==> config.mk <==
export PLATFORM = sky130hd
export DESIGN_NAME = hashed_page_table_walker
export DESIGN_NICKNAME = d
export VERILOG_FILES = /design/src/design/walker_pkg.sv /design/src/design/group_address_builder.sv /design/src/design/hashed_page_table_walker.sv
export SDC_FILE = /design/constraint.sdc
export NUM_CORES = 1
export LEC_CHECK = 0
export ABC_CLOCK_PERIOD_IN_PS = 3900
export BUFFER_PORTS_ARGS = -buffer_cell sky130_fd_sc_hd__buf_2
export CAP_MARGIN = 30
export CORE_MARGIN = 2
export CORE_UTILIZATION = 58
export DETAILED_ROUTE_END_ITERATION = 12
export GPL_TIMING_DRIVEN = 1
export PLACE_DENSITY = 0.81
export SYNTH_ARGS = -nofsm -noshare
export SYNTH_HDL_FRONTEND = slang
export SYNTH_SLANG_ARGS = --single-unit
==> constraint.sdc <==
create_clock -name clk_sys_i -period 3.9 [get_ports clk_sys_i]
set_input_delay 0.78 -clock clk_sys_i [delete_from_list [all_inputs] [get_ports clk_sys_i]]
set_output_delay 0.78 -clock clk_sys_i [all_outputs]
set_load 0.02 [all_outputs]
==> src/design/walker_pkg.sv <==
package walker_pkg;

  // Register byte offsets
  localparam logic [7:0]  OFF_DESC64_LO  = 8'h00;
  localparam logic [7:0]  OFF_DESC64_HI  = 8'h04;
  localparam logic [7:0]  OFF_DESC32     = 8'h08;
  localparam logic [7:0]  OFF_CTRL       = 8'h0C;
  localparam logic [7:0]  OFF_STATUS     = 8'h10;
  localparam logic [7:0]  OFF_FAULTS     = 8'h14;
  localparam logic [7:0]  OFF_ENTRY_LO   = 8'h18;
  localparam logic [7:0]  OFF_ENTRY_HI   = 8'h1C;

  // Writable bits; reserved bits read as zero
  localparam logic [63:0] DESC64_WMASK   = 64'hFFFF_FFFF_FFFC_001F;
  localparam logic [31:0] DESC32_WMASK   = 32'hFFFF_01FF;
  localparam logic [63:0] DESC64_RESET   = 64'h0000_0000_0000_0000;
  localparam logic [31:0] DESC32_RESET   = 32'h0000_0000;

  // Descriptor fields, vector bit 0 is the least significant
  localparam int          ORG64_LSB      = 18;
  localparam int          SIZE64_W       = 5;
  localparam int          ORG32_LSB      = 16;
  localparam int          MASK32_W       = 9;

  // Hash and group geometry
  localparam int          PAGE_W         = 16;
  localparam int          VIRTUAL_SEGMENT_ID_W         = 52;
  localparam int          HASH64_W       = 39;
  localparam int          HASH32_W       = 19;
  localparam int          BASE64_BITS    = 11;
  localparam int          BASE32_BITS    = 10;
  localparam int          EXTRA64_W      = 28;
  localparam int          GRP64_SHIFT    = 7;
  localparam int          GRP32_SHIFT    = 6;
  localparam logic [63:0] ENTRY64_BYTES  = 64'h0000_0000_0000_0010;
  localparam logic [63:0] ENTRY32_BYTES  = 64'h0000_0000_0000_0008;
  localparam logic [2:0]  LAST_SLOT      = 3'h7;
  localparam logic [4:0]  PROBES_MAX     = 5'h10;

  // Control and status bit positions; status read has second at bit 2, slot at bits 5:3, no fault bit
  localparam int          CTRL_MODE64    = 0;
  localparam int          STS_BUSY       = 0;
  localparam int          STS_FOUND      = 1;
  localparam int          STS_FAULT      = 2;
  localparam int          STS_SECOND     = 3;
  localparam int          STS_SLOT_LSB   = 4;

  typedef enum logic [1:0] {
    ST_IDLE  = 2'b00,
    ST_ISSUE = 2'b01,
    ST_WAIT  = 2'b10
  } walk_state_t;

endpackage : walker_pkg

==> src/design/group_address_builder.sv <==
`timescale 1ns/1ps
`default_nettype none
module group_address_builder
  import walker_pkg::*;
(
  // Snapshot of descriptors and request
  input  wire logic                mode64_i,
  input  wire logic [63:0]         desc64_i,
  input  wire logic [31:0]         desc32_i,
  input  wire logic [VIRTUAL_SEGMENT_ID_W-1:0]   virtual_segment_id_i,
  input  wire logic [PAGE_W-1:0]   page_i,
  // Group addresses
  output logic      [63:0]         primary_group_address_o,
  output logic      [63:0]         secondary_group_address_o
);

  function automatic logic [EXTRA64_W-1:0] size_mask(input logic [SIZE64_W-1:0] code);
    size_mask = ~({EXTRA64_W{1'b1}} << code); // see RULE14
  endfunction : size_mask

  function automatic logic [63:0] group64(input logic [HASH64_W-1:0] h, input logic [63:0] d);
    logic [45:0]           org;
    logic [EXTRA64_W-1:0]  m;
    org = d[63:ORG64_LSB]; // see RULE10
    m   = size_mask(d[SIZE64_W-1:0]);
    // Origin gives the top bits, hash the index (see RULE11) (see RULE15)
    group64 = {org[45:EXTRA64_W], org[EXTRA64_W-1:0] | (h[HASH64_W-1:BASE64_BITS] & m),
               h[BASE64_BITS-1:0], {GRP64_SHIFT{1'b0}}};
  endfunction : group64

  function automatic logic [63:0] group32(input logic [HASH32_W-1:0] h, input logic [31:0] d);
    logic [15:0]           org;
    logic [MASK32_W-1:0]   m;
    org = d[31:ORG32_LSB]; // see RULE17
    m   = d[MASK32_W-1:0]; // see RULE19
    // Upper 16 address bits from origin (see RULE18)
    group32 = {32'h0000_0000, org[15:MASK32_W], org[MASK32_W-1:0] | (h[HASH32_W-1:BASE32_BITS] & m),
               h[BASE32_BITS-1:0], {GRP32_SHIFT{1'b0}}};
  endfunction : group32

  logic [HASH64_W-1:0] hash64;
  logic [HASH32_W-1:0] hash32;

  // Segment id folded with page index; secondary is complement (see RULE21)
  assign hash64 = virtual_segment_id_i[HASH64_W-1:0] ^ HASH64_W'(page_i);
  assign hash32 = virtual_segment_id_i[HASH32_W-1:0] ^ HASH32_W'(page_i);

  assign primary_group_address_o   = mode64_i ? group64(hash64, desc64_i) : group32(hash32, desc32_i); // see RULE8
  assign secondary_group_address_o = mode64_i ? group64(~hash64, desc64_i) : group32(~hash32, desc32_i); // see RULE9

endmodule : group_address_builder
`default_nettype wire

==> src/design/hashed_page_table_walker.sv <==
// How it works
// RULE1 - Translation miss starts a table walk
// RULE2 - Walk reads physical, coherency-required addresses
// RULE3 - Software walks must use real addressing
// RULE4 - Table power-of-two sized, size-aligned, fixed attributes
// RULE5 - 64-bit: eight 16-byte entries, 128-byte group
// RULE6 - 32-bit: eight 8-byte entries, 64-byte group
// RULE7 - Sixteen candidates; none found means page fault
// RULE8 - Primary hash plus descriptor forms first group
// RULE9 - No primary match: scan secondary group
// RULE10 - 64-bit descriptor: origin, reserved, size code
// RULE11 - 64-bit origin gives upper 46 address bits
// RULE12 - Software zeros unimplemented origin bits
// RULE13 - 64-bit size code at most 28
// RULE14 - Size code expands to 28-bit index mask
// RULE15 - Origin low bits clear under mask ones
// RULE16 - Keep size code at most 25 there
// RULE17 - 32-bit descriptor: origin, reserved, index mask
// RULE18 - 32-bit origin gives upper 16 address bits
// RULE19 - 32-bit mask of ones adds hash bits
// RULE20 - Descriptor writes need software synchronization
// RULE21 - Secondary hash is complement of primary
`timescale 1ns/1ps
`default_nettype none
module hashed_page_table_walker
  import walker_pkg::*;
(
  // Clock and reset
  input  wire logic                clk_sys_i,
  input  wire logic                sys_rst_i,
  // Avalon-MM slave
  input  wire logic [7:0]          avs_address_i,
  input  wire logic                avs_read_i,
  input  wire logic                avs_write_i,
  input  wire logic [31:0]         avs_writedata_i,
  input  wire logic [3:0]          avs_byteenable_i,
  output logic      [31:0]         avs_readdata_o,
  output logic                     avs_waitrequest_o,
  // Translation miss request
  input  wire logic                miss_req_i,
  input  wire logic [VIRTUAL_SEGMENT_ID_W-1:0]   miss_virtual_segment_id_i,
  input  wire logic [PAGE_W-1:0]   miss_page_i,
  // Walk result
  output logic                     walk_busy_o,
  output logic                     walk_done_o,
  output logic                     walk_found_o,
  output logic                     walk_fault_o,
  output logic                     walk_secondary_o,
  output logic      [2:0]          walk_slot_o,
  output logic      [63:0]         walk_entry_addr_o,
  // Memory read port
  output logic                     mem_req_o,
  output logic      [63:0]         mem_addr_o,
  output logic                     mem_coherent_o,
  input  wire logic                mem_ack_i,
  input  wire logic                mem_match_i
);

  typedef struct packed {
    walk_state_t        st;
    logic               ack;
    logic [31:0]        rdata;
    logic [63:0]        desc64;
    logic [31:0]        desc32;
    logic               mode64;
    logic [63:0]        snap64;
    logic [31:0]        snap32;
    logic               snap_mode;
    logic [VIRTUAL_SEGMENT_ID_W-1:0]  virtual_segment_id;
    logic [PAGE_W-1:0]  page;
    logic               second;
    logic [2:0]         slot;
    logic [4:0]         probes;
    logic               req;
    logic [63:0]        addr;
    logic               busy;
    logic               done;
    logic               found;
    logic               fault;
    logic [63:0]        entry;
    logic [31:0]        faults;
  } state_t;

  localparam state_t STATE_RESET = '{
    st:        ST_IDLE,
    desc64:    DESC64_RESET,
    desc32:    DESC32_RESET,
    mode64:    1'b1,
    snap64:    DESC64_RESET,
    snap32:    DESC32_RESET,
    snap_mode: 1'b1,
    default:   '0
  };

  state_t      q;
  state_t      d;
  logic [63:0] grp_pri;
  logic [63:0] grp_sec;
  logic        acc;

  function automatic logic [31:0] merge(input logic [31:0] old, input logic [31:0] wd,
                                        input logic [3:0] be, input logic [31:0] wm);
    logic [31:0] r;
    r = old;
    for (int i = 0; i < 4; i++)
    begin
      if (be[i])
      begin
        r[i*8 +: 8] = wd[i*8 +: 8];
      end
    end
    merge = r & wm;
  endfunction : merge

  group_address_builder u_addr (
    .mode64_i                  (q.snap_mode),
    .desc64_i                  (q.snap64),
    .desc32_i                  (q.snap32),
    .virtual_segment_id_i                    (q.virtual_segment_id),
    .page_i                    (q.page),
    .primary_group_address_o   (grp_pri),
    .secondary_group_address_o (grp_sec)
  );

  assign acc = avs_read_i | avs_write_i;

  always_comb
  begin
    d      = q;
    d.done = 1'b0;
    d.fault = 1'b0;
    d.ack  = 1'b0;
    // Bus: answer one cycle after the request is seen
    if (acc && !q.ack)
    begin
      d.ack = 1'b1;
      unique case (avs_address_i)
        OFF_DESC64_LO: d.rdata = q.desc64[31:0];
        OFF_DESC64_HI: d.rdata = q.desc64[63:32];
        OFF_DESC32:    d.rdata = q.desc32;
        OFF_CTRL:      d.rdata = 32'(q.mode64);
        OFF_STATUS:    d.rdata = 32'({q.slot, q.second, q.found, q.busy}) << STS_BUSY;
        OFF_FAULTS:    d.rdata = q.faults;
        OFF_ENTRY_LO:  d.rdata = q.entry[31:0];
        OFF_ENTRY_HI:  d.rdata = q.entry[63:32];
        default:       d.rdata = 32'h0000_0000;
      endcase
    end
    if (q.ack && avs_write_i)
    begin
      unique case (avs_address_i)
        OFF_DESC64_LO: d.desc64[31:0]  = merge(q.desc64[31:0], avs_writedata_i, avs_byteenable_i,
                                               DESC64_WMASK[31:0]);
        OFF_DESC64_HI: d.desc64[63:32] = merge(q.desc64[63:32], avs_writedata_i, avs_byteenable_i,
                                               DESC64_WMASK[63:32]);
        OFF_DESC32:    d.desc32 = merge(q.desc32, avs_writedata_i, avs_byteenable_i, DESC32_WMASK);
        OFF_CTRL:
        begin
          if (avs_byteenable_i[0])
          begin
            d.mode64 = avs_writedata_i[CTRL_MODE64];
          end
        end
        default: ;
      endcase
    end
    // Table walk
    unique case (q.st)
      ST_IDLE:
      begin
        if (miss_req_i) // see RULE1
        begin
          // Descriptors frozen for the whole walk (see RULE20)
          d.snap64    = q.desc64;
          d.snap32    = q.desc32;
          d.snap_mode = q.mode64;
          d.virtual_segment_id      = miss_virtual_segment_id_i;
          d.page      = miss_page_i;
          d.second    = 1'b0;
          d.slot      = 3'h0;
          d.probes    = 5'h00;
          d.busy      = 1'b1;
          d.st        = ST_ISSUE;
        end
      end
      ST_ISSUE:
      begin
        d.addr = grp_pri; // see RULE8
        d.req  = 1'b1;
        d.st   = ST_WAIT;
      end
      ST_WAIT:
      begin
        if (mem_ack_i)
        begin
          d.probes = q.probes + 5'h01;
          if (mem_match_i)
          begin
            d.req   = 1'b0;
            d.busy  = 1'b0;
            d.done  = 1'b1;
            d.found = 1'b1;
            d.entry = q.addr;
            d.st    = ST_IDLE;
          end
          else if (q.slot != LAST_SLOT)
          begin
            d.slot = q.slot + 3'h1;
            // Step one entry within the group (see RULE5) (see RULE6)
            d.addr = q.addr + (q.snap_mode ? ENTRY64_BYTES : ENTRY32_BYTES);
          end
          else if (!q.second)
          begin
            d.second = 1'b1; // see RULE9
            d.slot   = 3'h0;
            d.addr   = grp_sec;
          end
          else
          begin
            // All sixteen slots missed (see RULE7)
            d.req    = 1'b0;
            d.busy   = 1'b0;
            d.done   = 1'b1;
            d.found  = 1'b0;
            d.fault  = 1'b1;
            d.faults = q.faults + 32'h0000_0001;
            d.st     = ST_IDLE;
          end
        end
      end
      default: d.st = ST_IDLE;
    endcase
  end

  always_ff @(posedge clk_sys_i)
  begin
    if (sys_rst_i)
    begin
      q <= STATE_RESET;
    end
    else
    begin
      q <= d;
    end
  end

  assign avs_readdata_o    = q.rdata;
  assign avs_waitrequest_o = ~q.ack;
  assign walk_busy_o       = q.busy;
  assign walk_done_o       = q.done;
  assign walk_found_o      = q.found;
  assign walk_fault_o      = q.fault;
  assign walk_secondary_o  = q.second;
  assign walk_slot_o       = q.slot;
  assign walk_entry_addr_o = q.entry;
  assign mem_req_o         = q.req;
  assign mem_addr_o        = q.addr;
  // Walk reads are physical and always coherency-required (see RULE2)
  assign mem_coherent_o    = q.req;
endmodule : hashed_page_table_walker
`default_nettype wire

==> results of run 1 <==
-- cells in the mapped netlist, types with 18 or more instances --
cell,n,area share
sky130_fd_sc_hd__a211oi_1,24,0.0087
sky130_fd_sc_hd__a21oi_1,340,0.082
sky130_fd_sc_hd__a221oi_1,30,0.013
sky130_fd_sc_hd__a22oi_1,26,0.0094
sky130_fd_sc_hd__buf_4,165,0.060
sky130_fd_sc_hd__clkbuf_1,158,0.029
sky130_fd_sc_hd__dfxtp_1,407,0.39
sky130_fd_sc_hd__inv_1,34,0.0062
sky130_fd_sc_hd__mux2i_1,85,0.041
sky130_fd_sc_hd__nand2_1,555,0.10
sky130_fd_sc_hd__nand3_1,54,0.013
sky130_fd_sc_hd__nand4_1,31,0.0094
sky130_fd_sc_hd__nor2_1,187,0.034
sky130_fd_sc_hd__nor3_1,42,0.010
sky130_fd_sc_hd__nor4_1,18,0.0054
sky130_fd_sc_hd__o21ai_0,144,0.035
sky130_fd_sc_hd__o22ai_1,19,0.0057
sky130_fd_sc_hd__xnor2_1,28,0.012
sky130_fd_sc_hd__xor2_1,29,0.012
-- power groups by stage --
stage	sequential [mW]	combinational, mW	clock (mW)
2_1_floorplan	4.36	0.532	0
3_3_place_gp	4.40	0.756	0
3_5_place_dp	4.40	0.765	0
4_1_cts	4.31	0.771	4.28
5_1_grt	4.32	0.851	4.46
6_report	4.31	0.799	4.28
-- registers in the layout, summed over array words and instances (netlist names) --
name and count:
walk_slot_o 3, walk_busy_o 1, walk_fault_o 1, mem_coherent_o 1
avs_readdata_o 32, walk_found_o 1, walk_done_o 1, mem_addr_o 61
walk_secondary_o 1, walk_entry_addr_o 61, q 244
-- logic make-up (layout without fill, tap and decap cells) --
logic type / Yosys count / count (layout) / synth area share
AND/OR/NAND/NOR: 1016 / 1016 / 0.2198
buffers and inverters: 387 / 443 / 0.1045
XOR/XNOR: 57 / 57 / 0.02408
AO/OA/AOI/OAI: 725 / 725 / 0.2111
other: 1 / 9 / 0.0001809
flip-flops: 407 / 407 / 0.3931
multiplexers: 89 / 89 / 0.04322
adder cells (fa/ha/maj): 6 / 6 / 0.003984
-- critical path: stages (launching register included) --
cell	delay, ns
sky130_fd_sc_hd__dfxtp_1	0.39
sky130_fd_sc_hd__ha_1	0.24
sky130_fd_sc_hd__ha_1	0.32
sky130_fd_sc_hd__and2_1	0.29
sky130_fd_sc_hd__o31ai_4	0.72
sky130_fd_sc_hd__buf_4	0.29
sky130_fd_sc_hd__nand2_1	0.06
sky130_fd_sc_hd__nor4_1	0.38
sky130_fd_sc_hd__o2111ai_1	0.18
sky130_fd_sc_hd__and3_1	0.21
-- metal layers --
layer	vias to the layer above	track usage
met3	268	0.1050
met4	6	0.2433
met2	1336	0.6143
li1	9302	-
met5	-	0
met1	9858	0.5497
-- area by class of cell --
type                            instances  share of cell area
Multi-Input combinational cell       1899              0.4621
Clock buffer                           63             0.05618
Sequential cell                       407              0.3602
Tap cell                              461             0.02549
Timing Repair Buffer                  331             0.08206
Antenna cell                            3           0.0003318
Clock inverter                         14            0.007908
Inverter                               35            0.005806
-- path summary, 6_finish.rpt --
check	startpoint	to	slack [ns]	cells past startpoint
max reg2reg	walk_slot_o[0]	mem_addr_o[35]	0.72	9
min	avs_writedata_i[10]	q[414]	0.45	3
min reg2reg	avs_readdata_o[13]	avs_readdata_o[13]	0.45	2
max	walk_slot_o[0]	mem_addr_o[35]	0.72	9
==> results.md, run 1 <==
- Outcome: finished, final reports clean
- Pins over their slew limit: 0
- Tightest hold margin: about 0.45 ns
- Top Metal Used: met5
- Clock-pin slew on the worst setup and hold paths: 0.06 ns
- Setup Total Neg Slack: 0 ns
- Net Switching: 2.415 mW
- Placed cell count: 3133
- Fillers: 3183
- Max transition margin: 0.3261
- Net switching fraction of the power: 0.2572
- Remaining global-route overflow: 0
- Worst endpoint data arrival time: 3.65 ns
- Number of antenna violations at the first check in global routing: 5
- Commonest cells after routing, fill and taps aside: 554 x sky130_fd_sc_hd__nand2_1, 406 x sky130_fd_sc_hd__dfxtp_1, 340 x sky130_fd_sc_hd__a21oi_1, 269 x sky130_fd_sc_hd__buf_2, 186 x sky130_fd_sc_hd__nor2_1
- Clock latency reported for the late side of the worst-skew pair: 0.57 ns
- Data required time of the worst path: 4.36 ns
- Worst hold-check path type: in -> reg
- Starting density of the core: 0.5856
- Part of the total power dissipated in sequential elements: 0.459
- First-iteration detailed-routing DRC count: 2798
- Routed wire per std cell: 24.58 µm
- CTS Buf Count: 43
- Peak clock frequency supported by timing: 314.0 MHz
- Post-synthesis sequential area ratio: 0.3931
- Number of setup buffers added after CTS: 0
- Cell chosen for the clock root: sky130_fd_sc_hd__clkbuf_16
- Worst slew pin tran: 1.011 ns
- Total power consumption of the routed design: roughly 9.4 mW
- Kind of end point of the critical path: flop
- Number of library cell types mapped by synthesis: 100
- Worst supply voltage drop on vdd: 0.3716 mV
- Cell area after synthesis: 0.02073 mm²
- Detail Route Antenna Nets: 0
- Overall die area: between 0.03 and 0.04 mm²
- Number of buffer cells added on primary ports: 270
- Via Count: a little over 20000
- Max Cap Viol: 0
- Worst Setup Start Kind: flop
- Sequential standard cell area: 0.008149 mm²
- Final worst path period need: 3.185 ns
- Num Clock Sinks: between 400 and 500
- Fraction of the core area covered by cells at the end of the flow: 0.6392
- Hold violation count in the final report: 0
- Synthesized netlist cell count: 2688
- Flip-flop and latch count after synthesis: 407
- Nets@finish: 2842
- Global-route total usage across every layer: 0.4157
- Min setup slack post-route: 0.7152 ns
- DRC: 0
- Logic gate share of total power: 0.085
- Static leakage: 8.377 nW
- 1st-pass router iterations: 6
- Proportion of layout cells with a drive suffix above 1: 0.1615
- H-Tree Depth: 2
- Area of combinational cells with multiple inputs: 0.01046 mm²
- CP Max Fanout: 14
- Portion of total power attributed to the clock network: 0.456
- Most used flip-flop cell after synthesis: sky130_fd_sc_hd__dfxtp_1
- Number of vias per cell: about 6.5
- Clock tree from TritonCTS: built
- Placeable core area: 0.03540 mm²
- Count of flip-flops with a built-in enable after synthesis: 0
- Gates resized, CTS repair: 0
- Most common library cell in the layout ignoring fill and taps: sky130_fd_sc_hd__nand2_1
- RSZ-0062 raised after global routing: no
- Average cell area after synthesis: 7.712 µm²
- Portion of the clock cycle consumed by the worst path in the final layout: 0.8166
- Worst-case clock buffer depth: 3
- Via count of the first global-routing pass: between 15000 and 20000
- Share of synthesized registers carrying an async set or reset: 0
- Met3 wirelength from detailed routing: 9.448 mm
- Finished layout cell area: approximately 0.023 mm²
- CTS Hold Bufs: 0
- Horizontal extent of the die: 193.0 µm
- Site row count: between 60 and 70
- HPWL after detailed placement: 57.89 mm
- Total wire length after detailed routing: 78.97 mm
- Final Wtd Congestion: 1.013
- Maximum number of pins on one net before global-route repair: 160
- Floorplan die height: 193.0 µm
- Routed met1 length: 30.37 mm
- Met2 WL post-DR: 33.90 mm
- Count of yosys warnings during synthesis: 0
- Wire length of the first global-routing pass: 115.6 mm
- Setup clock skew after layout: between 0.01 and 0.015 ns
- Area after detailed placement: 0.02117 mm²
- Internal Pwr Total: ~7.0 mW
- Final number of setup-violating endpoints: 0
- Ports placed on the boundary: 290
- Setup CP Type: reg -> reg
- Growth of design area from synthesis to finish: 9.157%
- Non-filler cells, final: ~3200
- Place WS: 0.4552 ns
- Power density relative to cell area: 415.1 mW/mm²
Power figures use the tool's default switching activity.
==> run 2, diff against run 1 <==
ABC_CLOCK_PERIOD_IN_PS = 2700   (was 3900)
CORE_UTILIZATION = 53   (was 58)
PLACE_DENSITY = 0.78   (was 0.81)
clock period = 2.7 ns   (was 3.9 ns; I/O delays follow)
==> run 2 against run 1 <==
Effect of this change:
- setup slack got worse by 0.60 ns
- clock power is 46% higher
- register-to-register slack got worse by 0.60 ns
- die area rose by 9.2%
- critical path type unchanged
- combinational power increased by 60%
- power up 46%
- clock-buffer cell count is 1 higher
- highest routed layer unchanged
- worst hold slack lost 0.26 ns
==> results.md, run 2 (same netlist as run 1, synthesis figures left out) <==
- Outcome: finished, final reports clean
- Clock latency reported for the late side of the worst-skew pair: 0.59 ns
- Pins over their slew limit: 0
- Nets@finish: between 2000 and 3000
- Worst-case clock buffer depth: 3
- Kind of end point of the critical path: flop
- Final worst path period need: 2.587 ns
- Part of the total power dissipated in sequential elements: 0.451
- Number of setup buffers added after CTS: 0
- Via Count: 21120
- Total wire length after detailed routing: approximately 83 mm
- Final number of setup-violating endpoints: 0
- Net switching fraction of the power: 0.2565
- Peak clock frequency supported by timing: 386.6 MHz
- Worst supply voltage drop on vdd: approximately 0.48 mV
- HPWL after detailed placement: 62.65 mm
- Area after detailed placement: ~0.022 mm²
- Maximum number of pins on one net before global-route repair: 126
- Register ranked first by flip-flop count: q
- H-Tree Depth: 2
- Proportion of layout cells with a drive suffix above 1: 0.1952
- Max FFs per register: 244
- Global-route total usage across every layer: 0.3976
- DRC: 0
- Place WS: -0.1914 ns
- Site row count: 72
- Overall die area: slightly above 0.04 mm²
- Static leakage: about 9.0 nW
- Data required time of the worst path: 3.22 ns
- First-iteration detailed-routing DRC count: ~2800
- Floorplan die height: ~200 µm
- Non-filler cells, final: 3382
- Net Switching: between 3 and 4 mW
- Min setup slack post-route: 0.1133 ns
- Logic gate share of total power: 0.093
- Max Cap Viol: 0
- Setup clock skew after layout: between 0.02 and 0.025 ns
- Worst slew pin tran: 0.8540 ns
- CP Max Fanout: 6
- Ports placed on the boundary: 290
- Tightest hold margin: ~0.18 ns
- Commonest cells after routing, fill and taps aside: 554 x sky130_fd_sc_hd__nand2_1, 406 x sky130_fd_sc_hd__dfxtp_1, 340 x sky130_fd_sc_hd__a21oi_1, 269 x sky130_fd_sc_hd__buf_2, 186 x sky130_fd_sc_hd__nor2_1
- Portion of total power attributed to the clock network: 0.456
- Max transition margin: 0.4289
- Number of antenna violations at the first check in global routing: 3
- Remaining global-route overflow: 0
- Cell chosen for the clock root: sky130_fd_sc_hd__clkbuf_16
- 1st-pass router iterations: 8
- Detail Route Antenna Nets: 0
- Wire length of the first global-routing pass: approximately 120 mm
- Via count of the first global-routing pass: 19500
- Fraction of the core area covered by cells at the end of the flow: 0.6150
- CTS Buf Count: 44
- Final Wtd Congestion: 1.025
- Growth of design area from synthesis to finish: 14.66%
- Power density relative to cell area: 577.8 mW/mm²
- Total power consumption of the routed design: 13.73 mW
- Worst hold-check path type: in -> reg
- Placed cell count: 3303
- Clock tree from TritonCTS: built
- Worst endpoint data arrival time: between 3 and 4 ns
- Number of vias per cell: about 6.2
- Internal Pwr Total: 10.21 mW
- Horizontal extent of the die: between 200 and 250 µm
- Routed wire per std cell: 24.45 µm
- Finished layout cell area: 0.02377 mm²
- Starting density of the core: 0.5364
- Portion of the clock cycle consumed by the worst path in the final layout: 0.9581
- RSZ-0062 raised after global routing: no
- Most common library cell in the layout ignoring fill and taps: sky130_fd_sc_hd__nand2_1
- Number of buffer cells added on primary ports: 270
- Setup Total Neg Slack: 0 ns
- Setup CP Type: reg -> reg
- Hold violation count in the final report: 0
- Clock-pin slew on the worst setup and hold paths: roughly 0.060 ns
- Num Clock Sinks: a little over 400
- Placeable core area: 0.03865 mm²
- Worst Setup Start Kind: flop
## run 2: worst paths after layout
path / slack (ns) / end / cells past startpoint / start
max reg2reg: 0.11 / mem_addr_o[63] / 9 / q[242]
min: 0.18 / q[199] / 3 / miss_virtual_segment_id_i[9]
max: 0.11 / mem_addr_o[63] / 9 / q[242]
min reg2reg: 0.45 / avs_readdata_o[11] / 2 / avs_readdata_o[11]
## run 2: critical path, stage by stage (launching register included)
cell and delay [ns]:
sky130_fd_sc_hd__dfxtp_2 0.35, sky130_fd_sc_hd__inv_2 0.06, sky130_fd_sc_hd__ha_2 0.20, sky130_fd_sc_hd__fa_2 0.27
sky130_fd_sc_hd__nand4_1 0.16, sky130_fd_sc_hd__nor4_4 0.30, sky130_fd_sc_hd__and2_1 0.21, sky130_fd_sc_hd__or3b_1 0.40
sky130_fd_sc_hd__or4_1 0.49, sky130_fd_sc_hd__nand3_1 0.09
## run 2: per-layer routing
metal | track usage | up-vias | routed length, µm | part of all wire
met3 | 0.1004 | 271 | 9606 | 0.12
met2 | 0.6067 | 1324 | 35970 | 0.44
met4 | 0.2235 | 6 | 5186 | 0.063
met1 | 0.5118 | 10010 | 31810 | 0.38
met5 | 0.01548 | - | 116 | 0.0014
li1 | - | 9514 | - | -
## run 2: cell type report
| class | instances | area, µm² |
|---|---|---|
| fillers | 3505 | 14880 |
| repair buffers | 444 | 2884 |
| clock buffers | 64 | 1289 |
| diodes | 1 | 2.502 |
| inverters | 35 | 131.4 |
| flip-flops and latches | 407 | 8149 |
| clock inverters | 14 | 187.7 |
| multi-input cells | 1899 | 10480 |
| well taps | 518 | 648.1 |
## run 2: power groups by stage
| stage | logic, mW | clock network [mW] | registers (mW) |
|---|---|---|---|
| after floorplan | 0.769 | 0 | 6.30 |
| after global placement | 1.22 | 0 | 6.32 |
| after detailed placement | 1.24 | 0 | 6.33 |
| after CTS | 1.24 | 6.29 | 6.19 |
| after global routing | 1.36 | 6.54 | 6.21 |
| final | 1.28 | 6.26 | 6.20 |
## run 2: repair_timing
item                                    CTS  global route
resized for setup                         0             2
hold buffers                              0             0
endpoints found under the setup margin    0             2
endpoints found under the hold margin     0             0
